[src/inc/cmp_pkg.sv]
// Package with constants, types and the rule overview for the core mode and port register block
// Overview of operation
// - Global disable bit one blocks interrupt service
// - Zero flag set when result is zero
// - Digit carry from bit3; add/sub only
// - Carry: add carry out; subtract not borrow
// - Sleep instruction stops instruction execution
// - Oscillator in sleep follows bit; runs on exit
// - Wake on clear, watchdog, or enabled interrupt
// - Master clear low: reset, halt, pins off
// - Master clear release boots and runs program
// - Shutdown low: lowest power; release does full reset
// - Supply below threshold raises an interrupt
// - Flag latch low nibble is storage, resets ones
// - Flags set by own events, reset zero
// - Mask write-only, resets ones, zero enables
// - Data latch move reads or writes peripheral
// - Address and data latches eight bits, reset ones
// - Peripheral access only while enable bit set
// - Move read pulses read strobe, returns data
package cmp_pkg;
    localparam int          DW            = 8;
    localparam logic [7:0]  FLAG_RST      = 8'h0F;
    localparam logic [7:0]  ONES_RST      = 8'hFF;
    localparam logic [7:0]  STATUS_RST    = 8'h08;
    localparam logic [3:0]  FLAG_HI_MASK  = 4'hF;
    localparam int          ST_C          = 0;
    localparam int          ST_DC         = 1;
    localparam int          ST_Z          = 2;
    localparam int          ST_IOFF       = 3;
    localparam int          OPT_OSC_IN_SLEEP_BIT      = 7;
    localparam int          SETUP_PEN     = 0;
    localparam int          NIB           = 4;
    localparam int          PWR_RST_CYC   = 4;

    // Core operating modes
    typedef enum logic [1:0] {
        CMP_OPERATE,
        CMP_SLEEP,
        CMP_MASTER_CLEAR_N,
        CMP_SHUTDOWN
    } cmp_mode_t;

    // ALU operation classes that touch the status flags
    typedef enum logic [1:0] {
        CMP_ALU_LOGIC,
        CMP_ALU_ADD,
        CMP_ALU_SUB,
        CMP_ALU_NONE
    } cmp_alu_op_t;

    // ALU operation and operands handed in by the datapath
    typedef struct packed {
        logic        valid;
        cmp_alu_op_t op;
        logic [7:0]  a;
        logic [7:0]  b;
    } cmp_alu_req_t;

    // Register write strobes from the core decoder
    typedef struct packed {
        logic       flag_wr;
        logic       mask_wr;
        logic       pdata_wr;
        logic       paddr_wr;
        logic       pdata_mov_rd;
        logic       pdata_mov_wr;
        logic [7:0] wdata;
    } cmp_reg_req_t;

    // Peripheral bus outputs
    typedef struct packed {
        logic       rd_stb;
        logic       wr_stb;
        logic [7:0] addr;
        logic [7:0] data;
    } cmp_pbus_t;
endpackage

[src/core/cmp_sync.sv]
// Two-flop synchroniser bank for asynchronous pin inputs
`timescale 1ns/10ps
`default_nettype none
module cmp_sync #(
    parameter int W = 1
) (
    input  wire logic         sys_clk,
    input  wire logic         rst_b,
    input  wire logic         clk_en,
    input  wire logic [W-1:0] async_in,
    input  wire logic [W-1:0] rst_val,
    output logic      [W-1:0] sync_out
);
    logic [W-1:0] meta_r;
    logic [W-1:0] meta_nxt;
    logic [W-1:0] sync_nxt;

    // Next values; reset value is a constant supplied by the parent
    always_comb begin
        meta_nxt = meta_r;
        sync_nxt = sync_out;
        if (!rst_b) begin
            meta_nxt = rst_val;
            sync_nxt = rst_val;
        end else if (clk_en) begin
            meta_nxt = async_in;
            sync_nxt = meta_r;
        end
    end

    // First stage is read only by the second
    always_ff @(posedge sys_clk) begin
        meta_r   <= meta_nxt;
        sync_out <= sync_nxt;
    end
endmodule
`default_nettype wire

[src/core/cmp_core_regs.sv]
// Core status flags, operating modes and special port registers
`timescale 1ns/10ps
`default_nettype none
module cmp_core_regs
    import cmp_pkg::*;
(
    input  wire logic         sys_clk,
    input  wire logic         rst_b,
    input  wire logic         clk_en,
    input  wire logic         master_clear_n,
    input  wire logic         shutdown_n,
    input  wire logic         analog_supply_good,
    input  wire logic [2:0]   ext_irq,
    input  wire logic         timer_a_ovf,
    input  wire logic         wdt_timeout,
    input  wire logic         sleep_instr,
    input  wire cmp_alu_req_t alu_req,
    input  wire cmp_reg_req_t reg_req,
    input  wire logic         status_wr,
    input  wire logic [7:0]   option_reg,
    input  wire logic [7:0]   setup_reg,
    input  wire logic [7:0]   pbus_rdata,
    output logic [7:0]        status_r,
    output logic [7:0]        flag_rdata_r,
    output logic [7:0]        pdata_rdata_r,
    output logic [7:0]        w_load_data_r,
    output logic              w_load_r,
    output cmp_pbus_t         pbus_r,
    output cmp_mode_t         mode_r,
    output logic              exec_en_r,
    output logic              osc_run_r,
    output logic              irq_service_r,
    output logic              wake_r,
    output logic              gpio_hiz_r,
    output logic              charge_gate_out_r,
    output logic              discharge_gate_out_r,
    output logic              por_req_r
);
    logic [2:0] pin_s;
    logic [2:0] irq_s;
    logic       master_clear_n_s;
    logic       shutdown_n_s;
    logic       sgood_s;
    logic       sgood_d_r;
    logic       sgood_d_nxt;
    logic [2:0] irq_d_r;
    logic [2:0] irq_d_nxt;
    logic [7:0] flag_r;
    logic [7:0] flag_nxt;
    logic [7:0] mask_r;
    logic [7:0] mask_nxt;
    logic [7:0] pdata_r;
    logic [7:0] pdata_nxt;
    logic [7:0] paddr_r;
    logic [7:0] paddr_nxt;
    logic [7:0] status_nxt;
    cmp_pbus_t  pbus_nxt;
    cmp_mode_t  mode_nxt;
    logic [7:0] wl_data_nxt;
    logic       wl_nxt;
    logic       exec_nxt;
    logic       osc_nxt;
    logic       svc_nxt;
    logic       wake_nxt;
    logic       hiz_nxt;
    logic       chg_nxt;
    logic       dis_nxt;
    logic       por_nxt;
    logic [2:0] por_cnt_r;
    logic [2:0] por_cnt_nxt;
    logic       pending;
    logic       pen;
    logic       int_rst;
    logic [8:0] sum9;
    logic [4:0] sum5;

    // Pins come from outside the clock domain
    cmp_sync #(.W(3)) u_pin_sync (
        .sys_clk  (sys_clk),
        .rst_b    (rst_b),
        .clk_en   (clk_en),
        .async_in ({master_clear_n, shutdown_n, analog_supply_good}),
        .rst_val  (3'h7),
        .sync_out (pin_s)
    );
    cmp_sync #(.W(3)) u_irq_sync (
        .sys_clk  (sys_clk),
        .rst_b    (rst_b),
        .clk_en   (clk_en),
        .async_in (ext_irq),
        .rst_val  (3'h0),
        .sync_out (irq_s)
    );
    assign master_clear_n_s  = pin_s[2];
    assign shutdown_n_s  = pin_s[1];
    assign sgood_s = pin_s[0];

    // Add or subtract with carry out; subtract is a + ~b + 1
    function automatic logic [8:0] alu_sum(input logic [7:0] a, input logic [7:0] b,
                                           input logic sub);
        logic [7:0] bb;
        bb = sub ? ~b : b;
        alu_sum = {1'b0, a} + {1'b0, bb} + {8'h00, sub};
    endfunction

    // Low-nibble sum for the digit carry
    function automatic logic [4:0] nib_sum(input logic [3:0] a, input logic [3:0] b,
                                           input logic sub);
        logic [3:0] bb;
        bb = sub ? ~b : b;
        nib_sum = {1'b0, a} + {1'b0, bb} + {4'h0, sub};
    endfunction

    assign int_rst = !master_clear_n_s || !shutdown_n_s;
    assign pen     = setup_reg[SETUP_PEN];
    // Wake uses flag and inverted mask, not the global disable
    assign pending = |(flag_r[7:4] & ~mask_r[7:4]);
    assign sum9    = alu_sum(alu_req.a, alu_req.b, alu_req.op == CMP_ALU_SUB);
    assign sum5    = nib_sum(alu_req.a[3:0], alu_req.b[3:0], alu_req.op == CMP_ALU_SUB);

    // Port latches and status flags
    always_comb begin
        irq_d_nxt   = irq_s;
        sgood_d_nxt = sgood_s;
        flag_nxt    = flag_r;
        mask_nxt    = mask_r;
        pdata_nxt   = pdata_r;
        paddr_nxt   = paddr_r;
        status_nxt  = status_r;
        // Software write first so hardware sets below win
        if (reg_req.flag_wr) begin
            flag_nxt = reg_req.wdata;
        end
        if (reg_req.mask_wr) begin
            mask_nxt = reg_req.wdata;
        end
        if (reg_req.paddr_wr && pen) begin
            paddr_nxt = reg_req.wdata;
        end
        if (reg_req.pdata_wr && !pbus_r.wr_stb) begin
            pdata_nxt = reg_req.wdata;
        end
        if (status_wr) begin
            status_nxt[7:ST_IOFF] = reg_req.wdata[7:ST_IOFF];
        end
        // Rising-edge capture of the external lines and level capture of timer overflow onto sticky flags
        flag_nxt[7:5] = flag_nxt[7:5] | (irq_s & ~irq_d_r);
        if (timer_a_ovf) begin
            flag_nxt[NIB] = 1'b1;
        end
        // Supply drop folded onto the first external flag line
        if (!sgood_s && sgood_d_r) begin
            flag_nxt[5] = 1'b1;
        end
        if (alu_req.valid && alu_req.op != CMP_ALU_NONE) begin
            status_nxt[ST_Z] = (alu_req.op == CMP_ALU_LOGIC) ? (alu_req.a == 8'h00)
                                                             : (sum9[7:0] == 8'h00);
            if (alu_req.op != CMP_ALU_LOGIC) begin
                status_nxt[ST_DC] = sum5[NIB];
                status_nxt[ST_C]  = sum9[DW];
            end
        end
        if (int_rst || !rst_b) begin
            irq_d_nxt   = 3'h0;
            sgood_d_nxt = 1'b1;
            flag_nxt    = FLAG_RST;
            mask_nxt    = ONES_RST;
            pdata_nxt   = ONES_RST;
            paddr_nxt   = ONES_RST;
            status_nxt  = STATUS_RST;
        end
    end

    always_ff @(posedge sys_clk) begin
        if (clk_en) begin
            irq_d_r  <= irq_d_nxt;
            sgood_d_r <= sgood_d_nxt;
            flag_r   <= flag_nxt;
            mask_r   <= mask_nxt;
            pdata_r  <= pdata_nxt;
            paddr_r  <= paddr_nxt;
            status_r <= status_nxt;
        end
    end

    // Mode machine, peripheral strobes and pin controls
    always_comb begin
        mode_nxt    = mode_r;
        pbus_nxt    = pbus_r;
        wl_data_nxt = w_load_data_r;
        wl_nxt      = 1'b0;
        por_cnt_nxt = por_cnt_r;
        por_nxt     = 1'b0;
        wake_nxt    = 1'b0;
        pbus_nxt.rd_stb = 1'b0;
        pbus_nxt.wr_stb = 1'b0;
        // Latches shown on the bus so they stay stable during a strobe
        pbus_nxt.addr = paddr_r;
        pbus_nxt.data = pdata_r;
        case (mode_r)
            CMP_OPERATE: begin
                if (sleep_instr) begin
                    mode_nxt = CMP_SLEEP;
                end else if (pen && reg_req.pdata_mov_rd) begin
                    pbus_nxt.rd_stb = 1'b1;
                    wl_data_nxt     = pbus_rdata;
                    wl_nxt          = 1'b1;
                end else if (pen && reg_req.pdata_mov_wr) begin
                    pbus_nxt.wr_stb = 1'b1;
                end
            end
            CMP_SLEEP: begin
                if (wdt_timeout || pending) begin
                    mode_nxt = CMP_OPERATE;
                    wake_nxt = 1'b1;
                end
            end
            CMP_MASTER_CLEAR_N: begin
                mode_nxt = CMP_OPERATE;
            end
            CMP_SHUTDOWN: begin
                // Full power-on delay before boot
                if (por_cnt_r == 3'(PWR_RST_CYC)) begin
                    mode_nxt = CMP_OPERATE;
                    por_nxt  = 1'b1;
                end else begin
                    por_cnt_nxt = por_cnt_r + 3'h1;
                end
            end
            default: mode_nxt = CMP_OPERATE;
        endcase
        if (!shutdown_n_s) begin
            mode_nxt    = CMP_SHUTDOWN;
            por_cnt_nxt = 3'h0;
        end else if (!master_clear_n_s) begin
            mode_nxt = CMP_MASTER_CLEAR_N;
            wake_nxt = (mode_r == CMP_SLEEP);
        end
        if (int_rst) begin
            pbus_nxt.rd_stb = 1'b0;
            pbus_nxt.wr_stb = 1'b0;
        end
        exec_nxt = (mode_nxt == CMP_OPERATE);
        // Oscillator bit only matters while asleep
        osc_nxt  = (mode_nxt == CMP_OPERATE) || (mode_nxt == CMP_MASTER_CLEAR_N) ||
                   ((mode_nxt == CMP_SLEEP) && option_reg[OPT_OSC_IN_SLEEP_BIT]);
        svc_nxt  = pending && !status_nxt[ST_IOFF] && exec_nxt;
        hiz_nxt  = int_rst;
        chg_nxt  = int_rst;
        dis_nxt  = int_rst;
        if (!rst_b) begin
            mode_nxt    = CMP_MASTER_CLEAR_N;
            pbus_nxt    = '{rd_stb: 1'b0, wr_stb: 1'b0, addr: ONES_RST, data: ONES_RST};
            wl_data_nxt = 8'h00;
            wl_nxt      = 1'b0;
            por_cnt_nxt = 3'h0;
            por_nxt     = 1'b0;
            wake_nxt    = 1'b0;
            exec_nxt    = 1'b0;
            osc_nxt     = 1'b1;
            svc_nxt     = 1'b0;
            hiz_nxt     = 1'b1;
            chg_nxt     = 1'b1;
            dis_nxt     = 1'b1;
        end
    end

    always_ff @(posedge sys_clk) begin
        if (clk_en) begin
            mode_r               <= mode_nxt;
            pbus_r               <= pbus_nxt;
            w_load_data_r        <= wl_data_nxt;
            w_load_r             <= wl_nxt;
            por_cnt_r            <= por_cnt_nxt;
            por_req_r            <= por_nxt;
            wake_r               <= wake_nxt;
            exec_en_r            <= exec_nxt;
            osc_run_r            <= osc_nxt;
            irq_service_r        <= svc_nxt;
            gpio_hiz_r           <= hiz_nxt;
            charge_gate_out_r    <= chg_nxt;
            discharge_gate_out_r <= dis_nxt;
            flag_rdata_r         <= (!rst_b) ? FLAG_RST : flag_nxt;
            pdata_rdata_r        <= (!rst_b) ? ONES_RST : pdata_nxt;
        end
    end
endmodule
`default_nettype wire

[config.mk]
export PLATFORM = sky130hd
export DESIGN_NAME = cmp_core_regs
export DESIGN_NICKNAME = d
export VERILOG_FILES = /design/src/inc/cmp_pkg.sv /design/src/core/cmp_sync.sv /design/src/core/cmp_core_regs.sv
export SDC_FILE = /design/constraint.sdc
export NUM_CORES = 1
export LEC_CHECK = 0
export BUFFER_PORTS_ARGS = -buffer_cell sky130_fd_sc_hd__buf_4
export CAP_MARGIN = 20
export CORE_UTILIZATION = 50
export CTS_CLUSTER_SIZE = 12
export DETAILED_ROUTE_END_ITERATION = 8
export PLACE_DENSITY = 0.77
export SETUP_SLACK_MARGIN = 0.1
export SLEW_MARGIN = 20
export SYNTH_ARGS = -nofsm -noshare
export SYNTH_HDL_FRONTEND = slang
export SYNTH_SLANG_ARGS = --single-unit
export TNS_END_PERCENT = 30
[constraint.sdc]
create_clock -name sys_clk -period 4.9 [get_ports sys_clk]
set_input_delay 0.245 -clock sys_clk [delete_from_list [all_inputs] [get_ports sys_clk]]
set_output_delay 0.245 -clock sys_clk [all_outputs]
set_load 0.03 [all_outputs]
# After elaboration in Yosys (flattened, before gate mapping)
# Cells that the tools add are included.
[totals] ff_bits=110 inputBits=70 output_inout_bits=61 elab_cells=134
[op_classes] n_addsub=5 n_eq_ne=13 n_mux=33 n_bitwise=9 n_reduce_logical=44
[ops] cell="2-to-1 mux 8 bit" count=10
[ops] cell="logical NOT 8 bit" count=2
[ops] cell="2-to-1 mux 2 bit" count=6
[ops] cell="AND reduction 2 bit" count=6
[ops] cell="nonzero test 2 bit" count=6
[ops] cell="2-to-1 mux 1 bit" count=10
[ops] cell="adder 8 x 8 -> 9 bit" count=1
[ops] cell="adder 9 x 1 -> 9 bit" count=1
[ops] cell="logical AND 1 bit" count=9
[ops] cell="2-to-1 mux 3 bit" count=3
[ops] cell="== test 2 bit (second input constant)" count=4
[ops] cell="2-to-1 mux 4 bit" count=2
[ops] cell="NOT 4 bit" count=2
[ops] cell="NOT 8 bit" count=1
[ops] cell="one-hot mux 2 bit (4 select lines)" count=1
[ops] cell="OR reduction 4 bit" count=2
[ops] cell="logical NOT 1 bit" count=6
[ops] cell="logical NOT 2 bit" count=3
[ops] cell="inequality test 3 bit (second input constant)" count=2
[ops] cell="AND reduction 3 bit" count=2
[ops] cell="adder 4 x 4 -> 5 bit" count=1
[ops] cell="adder 5 x 1 -> 5 bit" count=1
[ops] cell="logical OR 1 bit" count=5
[ops] cell="2-to-1 mux 5 bit" count=1
[ops] cell="other kinds (13)" count=17

# Longest topological paths before layout
# Gate-level depths: netlist (run 1).
[depth] word_depth=11 ltp_mapped=11 ltp_nobuf=10

# By module
# Synthesis (run 1) repeated with hierarchy kept, for this count alone.
[hier_totals] cells_unflattened=358 hier_area_um2=4868.4
[by_module_without_submodules] mod="cmp_core_regs" n_inst=1 cells_each=330 area_per_inst_um2=4292.9 seq_area_each_um2=2822.7
[by_module_without_submodules] mod="cmp_sync" n_inst=2 cells_each=14 area_per_inst_um2=287.8 seq_area_each_um2=180.2

# Worst setup path before layout (run 1)
# No wires, ideal clock.
[synth_timing] path_type="input to register" from="input alu_req[16] in the netlist's numbering" to="register status_r[2], data pin" setup_ns=0.259 t_arrival_ns=1.908 required_time_ns=4.641 path_slack_ns=2.733 cell_stages=10 path_buffers=1 path_cell_list="nand2b_1 -> buf_2 -> xnor2_1 -> ha_1 -> nand4b_1 -> o211ai_2 -> a31oi_4 -> o21ai_0 -> xor2_1 -> o31ai_1"
[synth_via] elab_chain_cells=7 word_cells_on_any_way=8 cone_classes="2 x add/sub; 1 x eq/ne; 3 x mux; 2 x reduce/logical"
[synth_lines] element="start: declaration" line="cmp_core_regs.sv:17" rtl="input wire cmp_alu_req_t alu_req,"
[synth_lines] element="== test 2 bit" line="cmp_core_regs.sv:118" rtl="assign sum9 = alu_sum(alu_req.a, alu_req.b, alu_req.op == CMP_ALU_SUB);"
[synth_lines] element="2-to-1 mux 8 bit" line="cmp_core_regs.sv:102" rtl="bb = sub ? ~b : b;"
[synth_lines] element="adder 8 x 8 -> 9 bit" line="cmp_core_regs.sv:103" rtl="alu_sum = {1'b0, a} + {1'b0, bb} + {8'h00, sub};"
[synth_lines] element="adder 9 x 1 -> 9 bit" line="cmp_core_regs.sv:103"
[synth_lines] element="logical NOT 8 bit" line="cmp_core_regs.sv:157" rtl=": (sum9[7:0] == 8'h00);"
[synth_lines] element="2-to-1 mux 1 bit *" line="cmp_core_regs.sv:156" rtl="status_nxt[ST_Z] = (alu_req.op == CMP_ALU_LOGIC) ? (alu_req.a == 8'h00)"
[synth_lines] element="2-to-1 mux 3 bit *" line="cmp_core_regs.sv:155" rtl="if (alu_req.valid && alu_req.op != CMP_ALU_NONE) begin"
[synth_lines] element="end signal: assignment" line="cmp_core_regs.sv:182" rtl="status_r <= status_nxt;"
[synth_lines] element="end: declaration" line="cmp_core_regs.sv:23" rtl="output logic [7:0] status_r,"
# Mark *: on every way between the ends. The rest lies on a longest branch, timed or not. The select of a mux whose other input is x is not followed.
# A chain may end at the register's enable or synchronous reset.

# Worst setup path in the final report (run 1)
[layout_timing] from="register u_pin_sync.sync_out[1]" to="register status_r[2], data pin"
[layout_via] elab_chain_cells=3
[layout_lines] element="start: declaration" line="cmp_sync.sv:12" rtl="output logic [W-1:0] sync_out"
[layout_lines] element="start signal: assignment" line="cmp_sync.sv:34" rtl="sync_out <= sync_nxt;"
[layout_lines] element="logical NOT 1 bit"
[layout_lines] element="logical OR 1 bit" line="cmp_core_regs.sv:114" rtl="assign int_rst = !master_clear_n_s || !shutdown_n_s;"
[layout_lines] element="logical OR 1 bit" line="cmp_core_regs.sv:163" rtl="if (int_rst || !rst_b) begin"
# Every way passes these cells.

==> results by group, run 1 <==
Pwr
  • Lkg Pwr: around 0.0023 uW
  • Total power draw: slightly below 2000 uW
  • Worst VDD drop: between 0.00015 and 0.0002 V
  • Cell Pwr Density: ~330 nW/um^2

Critical path
  • Worst Setup SP: u_pin_sync.sync_out[1]
  • RR Endpoint: status_r[2]
  • RR Startpoint: u_pin_sync.sync_out[1]
  • Critical path endpoint category: flip-flop
  • Crit Path Max Fanout: 48
  • R2R Setup Slk: 2500 ps
  • Required time of the critical path: between 5000 and 6000 ps
  • Worst path arrival time: around 2600 ps
  • Critical Path Sink: status_r[2]
  • Startpoint types: flip-flop
  • WS Path Type: flip-flop to flip-flop
  • FF-to-FF path depth: 6

STA
  • Final setup viols: 0
  • Layout Skew: 12.3 ps
  • RSZ-0062 raised after global routing: false
  • FMAX: just over 400 MHz
  • Part of the cycle the worst path needs: 0.491
  • Setup TNS: 0 ps
  • Min Tclk post-route: 2400 ps
  • Hold Vio Cnt, Final: 0
  • Worst Max-Slew Pin Slew: 776 ps
  • Max-slew violations: 0
  • Max-slew headroom: 0.482

Placement
  • IO buf count: roughly 120
  • Hpwl dp: 6600 um
  • Placer congestion estimate: slightly above 0.8

Clock tree
  • Clk_lat worst skew: around 360 ps
  • Clock root cell: clkbuf_8
  • Max clock buf depth: 2
  • Setup Fix Bufs, Post-CTS: 0
  • H-tree depth: 3
  • CTS Sinks: about 110
  • CTS buffer count: 9
  • Resized Gates After CTS: 0
  • CTS tree: built
  • Clock slew seen by the registers of the worst setup and hold paths: approximately 100 ps
  • # hold bufs at CTS: 0

Min path
  • Hold Crit Class: input port to flip-flop

Synthesis
  • Cells after Synth: 371
  • Post-Synth Simple-Gate Area: 0.168
  • Complex-gate fraction of the synthesized area: 0.0537
  • Proportion of synthesized area in mux cells: 0.0427
  • Biggest area consumer among synthesized cells: edfxtp_1
  • Post-synthesis xor/xnor area fraction: 0.0262
  • Main area contributors after synthesis: edfxtp_1, dfxtp_1, nand2b_1, mux2i_1, nand2_1
  • Syn Nets: 452
  • Avg Cell Area, Syn: 12.6 um^2
  • Top-area cell type share of the netlist area: 0.602
  • Sequential area share after synthesis: 0.654
  • Synth Area in Adders: 0.0310
  • Largest family of logic cells by synthesized area: simple AND/OR/NAND/NOR gates
  • Netlist Area Pre-Place: about 4700 um^2
  • Register bit total from synthesis: between 100 and 150
  • Synth cell types: 37
  • Syn. warnings: 0

Route
  • DR vias/cell: 5.38
  • Routed Antenna Nets: 0
  • DRT Pass-1 Iters: 6
  • Vias after detailed routing: around 3200
  • Drt total wl: just over 9000 um
  • Residual DRC: 0
  • WL/cell: between 15 and 20 um
  • DR iter-0 viols: about 190

Layout
  • Layout cells sized above 1: 0.279
  • Fillers: 695
  • P&R area growth vs syn: 24.6%
  • Fin nets: ~560
  • ANT cells: 0

Global routing
  • Total grt overflow: 0
  • Vias in the first global route: roughly 3000
  • Global-route wire length before repair: around 15000 um
  • Initial antenna violation count: 0
  • Largest net degree at the start of global routing: 53
  • Overall global routing resource usage: 0.200

Run
  • Max-cap viol count: 0

Die
  • Die Width: 98.8 um
  • Number of I/O pins: around 130
  • Die area: slightly below 10000 um^2
  • # rows: 34
  • Die span in y: a little under 100 um
  • Initial core utilization: 0.527
  • Core box area: just under 9000 um^2

Outcome
  • Outcome: completed
[worst min path at each step]
stage	startpoint	to	cells after the start
after detailed placement	u_pin_sync.meta_r[1]	u_pin_sync.sync_out[1]	2
after CTS	analog_supply_good	u_pin_sync.meta_r[0]	3
final	master_clear_n	u_pin_sync.meta_r[2]	3
after floorplan	clk_en	discharge_gate_out_r	0
after global routing	master_clear_n	u_pin_sync.meta_r[2]	3
after global placement	u_pin_sync.meta_r[1]	u_pin_sync.sync_out[1]	2
[layer usage]
layer,GRT usage,routed length [um],vias up,share of wire
met5,0,0,-,0
met1,0.262,4000,1536,0.43
li1,-,-,1537,-
met3,0.0433,553,8,0.059
met2,0.334,4670,121,0.50
met4,0.0677,127,0,0.014
[metrics by stage]
stage          hold slack, ps  setup WS, ps  instances   util  cell area [um^2]
2_1_floorplan             357          2730        371      -              4690
3_3_place_gp              454          2290        579  0.633              5620
3_5_place_dp              467          2190        579  0.633              5620
4_1_cts                  81.0          2520        595  0.656              5840
5_1_grt                  77.6          2330        595  0.656              5840
6_report                 97.7          2500        595  0.656              5840
[Yosys cell counts]
cell type,number
a21o_1,1
nor3_1,5
buf_4,2
o21a_1,4
a31oi_4,1
nor4b_1,1
a31oi_1,2
a211oi_1,1
edfxtp_1,94
nand4_1,4
a21oi_1,11
dfxtp_1,12
buf_1,3
nor4_1,4
nor2b_1,3
mux2i_1,20
nand4b_1,1
nand3_1,19
o21ai_0,10
nand2_1,43
a21oi_2,1
o211ai_2,1
ha_1,10
a21boi_0,4
clkbuf_1,7
and3_1,7
xor2_1,4
inv_1,9
nor2_1,20
buf_2,5
xnor2_1,10
o2111ai_1,1
clkbuf_2,1
nand2b_1,36
and2_1,12
fa_1,1
o31ai_1,1
[placed cells by master (no fill, tap or decap), types with 2 or more instances in the layout]
cell      instances
xor2_1            4
mux2i_1          20
xnor2_1          10
o21ai_0          10
and2_1           12
nand2_1          43
a31oi_1           2
nor2_1           20
nor3_1            5
o21a_1            4
nor4_1            4
dfxtp_1          12
nand4_1           4
ha_1             10
a21boi_0          2
and3_1            7
a21boi_1          2
clkbuf_8          9
buf_4           118
nand3_1          19
a21oi_1          11
edfxtp_1         94
nand2b_1         36
nor2b_1           3
inv_1             9
[cell families (layout without fill, tap and decap cells)]
kind of cell             after synthesis  count (layout)
XOR/XNOR                              14              14
adder cells (fa/ha/maj)               11              11
buffers and inverters                 27             143
AO/OA/AOI/OAI                         38              38
multiplexers                          20              20
AND/OR/NAND/NOR                      155             155
flip-flops                           106             106
[registers in the layout, indices dropped and copies added, names as in the netlist, 2 cells and up]
name	count
pbus_r	18
flag_r	8
flag_rdata_r	8
paddr_r	8
pdata_r	8
pdata_rdata_r	8
status_r	8
w_load_data_r	8
mask_r	4
irq_d_r	3
por_cnt_r	3
u_irq_sync.meta_r	3
u_irq_sync.sync_out	3
u_pin_sync.meta_r	3
u_pin_sync.sync_out	3
mode_r	2
[critical path, stage by stage (launching register included)]
cell and delay [ps]:
dfxtp_1 450, and3_1 190, buf_4 400, inv_1 420
nor4_1 380, nand4_1 120, o31ai_1 240
[where the power goes]
group	switching (uW)	total [uW]	internal (uW)
logic	187	313	126
registers	17.6	1050	1040
clock network	297	567	270
total	501	1930	1430
[layout make-up]
class,instances,area [um^2],area share
Clock buffer,11,153,0.0262
Clock inverter,5,60.1,0.0103
Inverter,9,33.8,0.00579
Multi-Input combinational cell,238,1510,0.258
Sequential cell,106,3060,0.525
Tap cell,108,135,0.0232
Timing Repair Buffer,118,886,0.152
(Power assumes the default switching activity.)
==> run 2: changes to the inputs <==
--- a/config.mk
+++ b/config.mk
@@ -5,6 +5,7 @@
 export SDC_FILE = /design/constraint.sdc
 export NUM_CORES = 1
 export LEC_CHECK = 0
+export ABC_AREA = 1
 export BUFFER_PORTS_ARGS = -buffer_cell sky130_fd_sc_hd__buf_4
 export CAP_MARGIN = 20
 export CORE_UTILIZATION = 50
==> constraint.sdc (replaced) <==
create_clock -name sys_clk -period 2.37 [get_ports sys_clk]
set_input_delay 0.1185 -clock sys_clk [delete_from_list [all_inputs] [get_ports sys_clk]]
set_output_delay 0.1185 -clock sys_clk [all_outputs]
set_load 0.03 [all_outputs]
==> run 2 against run 1 <==
  * First-iteration DRC count is 7.4% higher
  * Maximum frequency increased by 29%
  * Critical path type unchanged
  * Highest routed layer unchanged
  * Clock power up 85%
  * Flip-flop and latch count unchanged
  * Critical endpoint is now irq_service_r
  * Hold slack lost 85 ps
==> results by group, run 2 <==
Critical path
  • Required time of the critical path: roughly 2600 ps
  • Critical path endpoint category: flip-flop
  • Crit Path Max Fanout: 36
  • Startpoint types: flip-flop
  • Worst path arrival time: 2100 ps
  • WS Path Type: flip-flop to flip-flop

Route
  • DRT Pass-1 Iters: 4
  • DR vias/cell: roughly 5.0
  • Vias after detailed routing: roughly 3500
  • WL/cell: 14.1 um
  • Drt total wl: 9970 um
  • Residual DRC: 0
  • DR iter-0 viols: 203
  • Routed Antenna Nets: 0

Synthesis
  • Post-synth EDFFs: 94
  • Syn. warnings: 0
  • Synth cell types: 33
  • Post-synth ARST share: 0
  • Main area contributors after synthesis: edfxtp_1, nand2_1, inv_1, dfxtp_1, o211ai_1
  • Netlist Area Pre-Place: between 4000 and 5000 um^2
  • Most frequent cells after synthesis: edfxtp_1, nand2_1, inv_1, nor2_1, o211ai_1
  • Biggest area consumer among synthesized cells: edfxtp_1
  • Most common cell in the netlist: edfxtp_1
  • Syn Nets: ~530
  • Top_reg_cell synth: edfxtp_1
  • Register bit total from synthesis: roughly 110
  • Avg Cell Area, Syn: approximately 11 um^2
  • Cells after Synth: 451
  • Top-area cell type share of the netlist area: 0.591
  • Sequential area share after synthesis: 0.642

STA
  • Hold Vio Cnt, Final: 0
  • Max-slew headroom: 0.501
  • Worst Max-Slew Pin Slew: ~750 ps
  • Layout Skew: 13.9 ps
  • RSZ-0062 raised after global routing: false
  • Part of the cycle the worst path needs: 0.788
  • Final setup viols: 0
  • FMAX: ~540 MHz
  • Setup TNS: 0 ps
  • Min Tclk post-route: between 1500 and 2000 ps
  • Max-slew violations: 0

Layout
  • Fin nets: 654
  • Commonest non-fill, non-tap cell in the layout: buf_4
  • P&R area growth vs syn: 26.4%
  • Largest register FFs: 18
  • Final Cell Area: around 6000 um^2
  • Most frequent cells in the layout: buf_4, edfxtp_1, nand2_1
  • Biggest register: pbus_r
  • ANT cells: 0
  • Layout cells sized above 1: 0.258

Die
  • Die span in y: 99.7 um
  • Core box area: a little over 9000 um^2
  • Initial core utilization: 0.517
  • Die Width: 99.7 um
  • # rows: 35
  • Number of I/O pins: 131
  • Die area: approximately 9900 um^2

Global routing
  • GR Util met2: 0.362
  • Total grt overflow: 0
  • GR Layer Usage met3: 0.0323
  • GR met1 Demand/Resource: 0.260
  • Vias in the first global route: between 3000 and 4000
  • Overall global routing resource usage: 0.209
  • Global-route wire length before repair: 16000 um
  • Initial antenna violation count: 0
  • Largest net degree at the start of global routing: 47
  • Top Usage Layer GRT: met2

Clock tree
  • H-tree depth: 3
  • Max clock buf depth: 2
  • Clock slew seen by the registers of the worst setup and hold paths: roughly 100 ps
  • CTS tree: built
  • Clk_lat worst skew: roughly 370 ps
  • CTS Sinks: roughly 110
  • Clock root cell: clkbuf_8
  • CTS buffer count: 9

Pwr
  • Clock power share: 0.268
  • Worst VDD drop: slightly below 0.0003 V
  • Internal: approximately 2800 uW
  • Comb power frac: 0.175
  • Switch Pwr: approximately 1100 uW
  • Cell Pwr Density: ~650 nW/um^2
  • Lkg Pwr: between 0.002 and 0.003 uW
  • Switching share of power: 0.282
  • Sequential share of power: 0.557

Outcome
  • Outcome: completed

Min path
  • Hold Crit Class: input port to flip-flop

Placement
  • IO buf count: approximately 120
  • Placer congestion estimate: ~0.83
  • Hpwl dp: 7090 um
  • Post-DP Area: slightly below 6000 um^2

Run
  • Max-cap viol count: 0
[run 2: routing by layer]
layer / part of all wire / wire length [um]
met5: 0 / 0
met4: 0.019 / 189
met3: 0.047 / 468
met2: 0.50 / 5030
met1: 0.43 / 4290
[run 2: what timing repair did]
item                                   in CTS  in global routing
setup buffers                               0                  0
endpoints found under the hold margin       9                  0
gates resized for setup                     0                  0
hold buffers                                9                  0
[run 2: cell families (layout without fill, tap and decap cells)]
kind of cell,after synthesis,in the layout,synth area share
xor gates and xnor gates,10,10,0.0183
buffers and inverters,86,213,0.0697
and+or+nand+nor,172,172,0.153
adders and majority gates,11,11,0.0304
DFF,106,106,0.642
AOI/OAI and AO/OA,66,66,0.0865
[run 2: worst max-delay path: stages, from the launching register on]
cell and delay, ps:
dfxtp_1 490, nand2_2 140, nor2_4 230, buf_4 390, a31oi_1 150, or2_1 220, nor2_1 90
[run 2: worst paths after layout]
kind                                from  depth (start not counted)                   end  slack, ps
setup / recovery  u_pin_sync.sync_out[1]                          6         irq_service_r        500
hold / removal             pbus_rdata[2]                          3      w_load_data_r[2]         10
setup reg to reg  u_pin_sync.sync_out[1]                          6         irq_service_r        500
hold reg to reg     u_pin_sync.meta_r[0]                          2  u_pin_sync.meta_r[0]        470
[run 2: per-stage QoR]
stage / hold slack [ps] / util / power, uW / cells / setup slack (ps)
detailed placement: 332 / 0.624 / 2890 / 682 / 206
floorplan: 231 / - / 2630 / 451 / 511
finish: 13.1 / 0.653 / 3910 / 707 / 501
global placement: 330 / 0.624 / 2870 / 682 / 260
CTS: 0.348 / 0.653 / 3920 / 707 / 497
global route: 3.41 / 0.653 / 4070 / 707 / 344
[run 2: cell type report]
type                            instances  area [um^2]
Timing Repair Buffer                  130          998
Clock buffer                            9          124
Multi-Input combinational cell        259         1380
Fill cell                             710         3200
Tap cell                              129          161
Sequential cell                       106         3060
Inverter                               67          251
Clock inverter                          7         60.1
[run 2: power by group through the flow]
stage / clock [uW] / sequential, uW / combinational (uW)
final: 1050 / 2180 / 685
after global placement: 0 / 2220 / 648
after detailed placement: 0 / 2220 / 668
after global routing: 1130 / 2190 / 750
after CTS: 1060 / 2180 / 684
after floorplan: 0 / 2320 / 314
==> run 3: changes to the inputs <==
--- a/config.mk
+++ b/config.mk
@@ -5,7 +5,7 @@
 export SDC_FILE = /design/constraint.sdc
 export NUM_CORES = 1
 export LEC_CHECK = 0
-export ABC_AREA = 1
+export ABC_AREA = 0
 export BUFFER_PORTS_ARGS = -buffer_cell sky130_fd_sc_hd__buf_4
 export CAP_MARGIN = 20
 export CORE_UTILIZATION = 50
==> constraint.sdc (replaced) <==
create_clock -name sys_clk -period 1.85 [get_ports sys_clk]
set_input_delay 0.0925 -clock sys_clk [delete_from_list [all_inputs] [get_ports sys_clk]]
set_output_delay 0.0925 -clock sys_clk [all_outputs]
set_load 0.03 [all_outputs]
==> run 3 against run 2 <==
  * Non-clock buffer count rose by 23
  * Sequential power rose by 28%
  * Cell area rose by 3.1%
  * Total power rose by 33%
  * Global-route usage fell by 0.36 points
  * Clock power rose by 38%
  * Via count fell by 7.0%
  * Flip-flop and latch count did not move
  * First-iteration DRC count fell by 26%
  * Routed wire length fell by 2.5%
  * Largest cell class unchanged
  * Largest power group unchanged
  * Highest routed layer unchanged
==> results by group, run 3 (synthesized netlist as in run 1, its figures left out) <==
Route
  • Drt total wl: around 10000 um
  • DR vias/cell: ~5.2
  • WL/cell: about 15 um
  • DR iter-0 viols: 150
  • Residual DRC: 0
  • Routed Antenna Nets: 0
  • DRT Pass-1 Iters: 4
  • Vias after detailed routing: approximately 3300

STA
  • Worst Max-Slew Pin Slew: 580 ps
  • Max-slew headroom: 0.612
  • Final setup viols: 0
  • Hold Vio Cnt, Final: 0
  • RSZ-0062 raised after global routing: true
  • Layout Skew: just over 9 ps
  • FMAX: slightly below 600 MHz
  • Part of the cycle the worst path needs: 0.914
  • Fin Hold WS: ~22 ps
  • Min Tclk post-route: 1690 ps
  • Max-slew violations: 0

Layout
  • Util after Layout: 0.700
  • Commonest non-fill, non-tap cell in the layout: buf_4
  • Fillers: approximately 650
  • P&R area growth vs syn: 32.8%
  • Multi-input gate area: about 1600 um^2
  • Final Cell Area: 6220 um^2
  • ANT cells: 0
  • Most frequent cells in the layout: buf_4, edfxtp_1, nand2_1
  • Largest register FFs: 18
  • Fin nets: approximately 600
  • Biggest register: pbus_r
  • Layout cells sized above 1: 0.324
  • Register area: about 3100 um^2

Die
  • Die area: 9760 um^2
  • Die span in y: around 99 um
  • Number of I/O pins: roughly 130
  • Die Width: roughly 99 um
  • # rows: 34
  • Initial core utilization: 0.527
  • Core box area: ~8900 um^2

Clock tree
  • Clk_lat worst skew: ~360 ps
  • Clock slew seen by the registers of the worst setup and hold paths: between 100 and 150 ps
  • CTS tree: built
  • CTS Sinks: about 110
  • Clock root cell: clkbuf_8
  • CTS buffer count: 9
  • Max clock buf depth: 2
  • H-tree depth: 3

Run
  • Max-cap viol count: 0

Placement
  • Hpwl dp: 6940 um
  • IO buf count: roughly 120
  • Post-DP Area: between 5000 and 6000 um^2
  • Placer congestion estimate: about 0.78

Critical path
  • Required time of the critical path: between 1500 and 2000 ps
  • Worst path arrival time: 1730 ps
  • Critical path endpoint category: flip-flop
  • Startpoint types: flip-flop
  • Crit Path Max Fanout: 8
  • WS Path Type: flip-flop to flip-flop
  • FF-to-FF path depth: 3

Global routing
  • Vias in the first global route: between 3000 and 4000
  • Initial antenna violation count: 0
  • Total grt overflow: 0
  • Largest net degree at the start of global routing: 54
  • Overall global routing resource usage: 0.205
  • Global-route wire length before repair: about 16000 um

Pwr
  • Worst VDD drop: 0.000434 V
  • Total power draw: between 5000 and 6000 uW
  • Cell Pwr Density: between 800 and 900 nW/um^2
  • Lkg Pwr: approximately 0.0025 uW

Outcome
  • Outcome: completed

Min path
  • Hold Crit Depth: 2
  • Hold Crit Class: input port to flip-flop
## run 3: cell types whose count changed in the layout (fill, tap and decap cells not counted), sizes merged, moves of 6 or more
cell / delta
inv: -60
nand2b: +36
or2: -10
a21oi: -6
and2: +12
nor2: -21
mux2i: +20
buf: +20
o211ai: -23
nand2: -50
and3: +7
## run 3: routing by layer
layer | part of all wire | global-route usage | vias to the layer above
met4 | 0.012 | 0.0608 | 0
met2 | 0.52 | 0.368 | 97
met5 | 0 | 0 | -
met3 | 0.048 | 0.0411 | 10
met1 | 0.42 | 0.251 | 1577
li1 | - | - | 1615
## run 3: power by group
part           total [uW]  internal [uW]  switching, uW
combinational         966            431            534
sequential           2790           2740           41.4
clock                1450            641            807
## run 3: final timing paths
check	from	slack (ps)	endpoint
worst max register to register	mode_r[0]	160	w_load_data_r[3]
worst min register to register	u_pin_sync.meta_r[1]	480	u_pin_sync.meta_r[1]
worst max-delay path	mode_r[0]	160	w_load_data_r[3]
worst min-delay path	pbus_rdata[7]	20	w_load_data_r[7]
## run 3: repair_timing
action	CTS	global route
resized for setup	1	10
buffers inserted	0	1
setup endpoints to repair	8	13
cloned	0	0
pin swaps	0	2
hold buffers	12	0
hold endpoints to repair	12	0
## run 3: through the flow
step	setup TNS [ps]	setup slack (ps)	std cells
after CTS	0	127	629
after detailed placement	-379	-249	601
after global routing	0	67.3	630
after global placement	-197	-153	601
after floorplan	-477	-87.8	371
final	0	159	630
## run 3: final cells by class
type	instances	area share
tap	108	0.0217
inverter	9	0.00543
sequential	106	0.492
clock buffer	9	0.0199
timing repair buffer	153	0.194
multi-input combinational	238	0.254
clock inverter	7	0.0125
## run 3: critical path, cell delays in order (launching register included)
cell	delay [ps]
edfxtp_1	410
nor3_1	320
nand3_1	270
a21boi_4	370
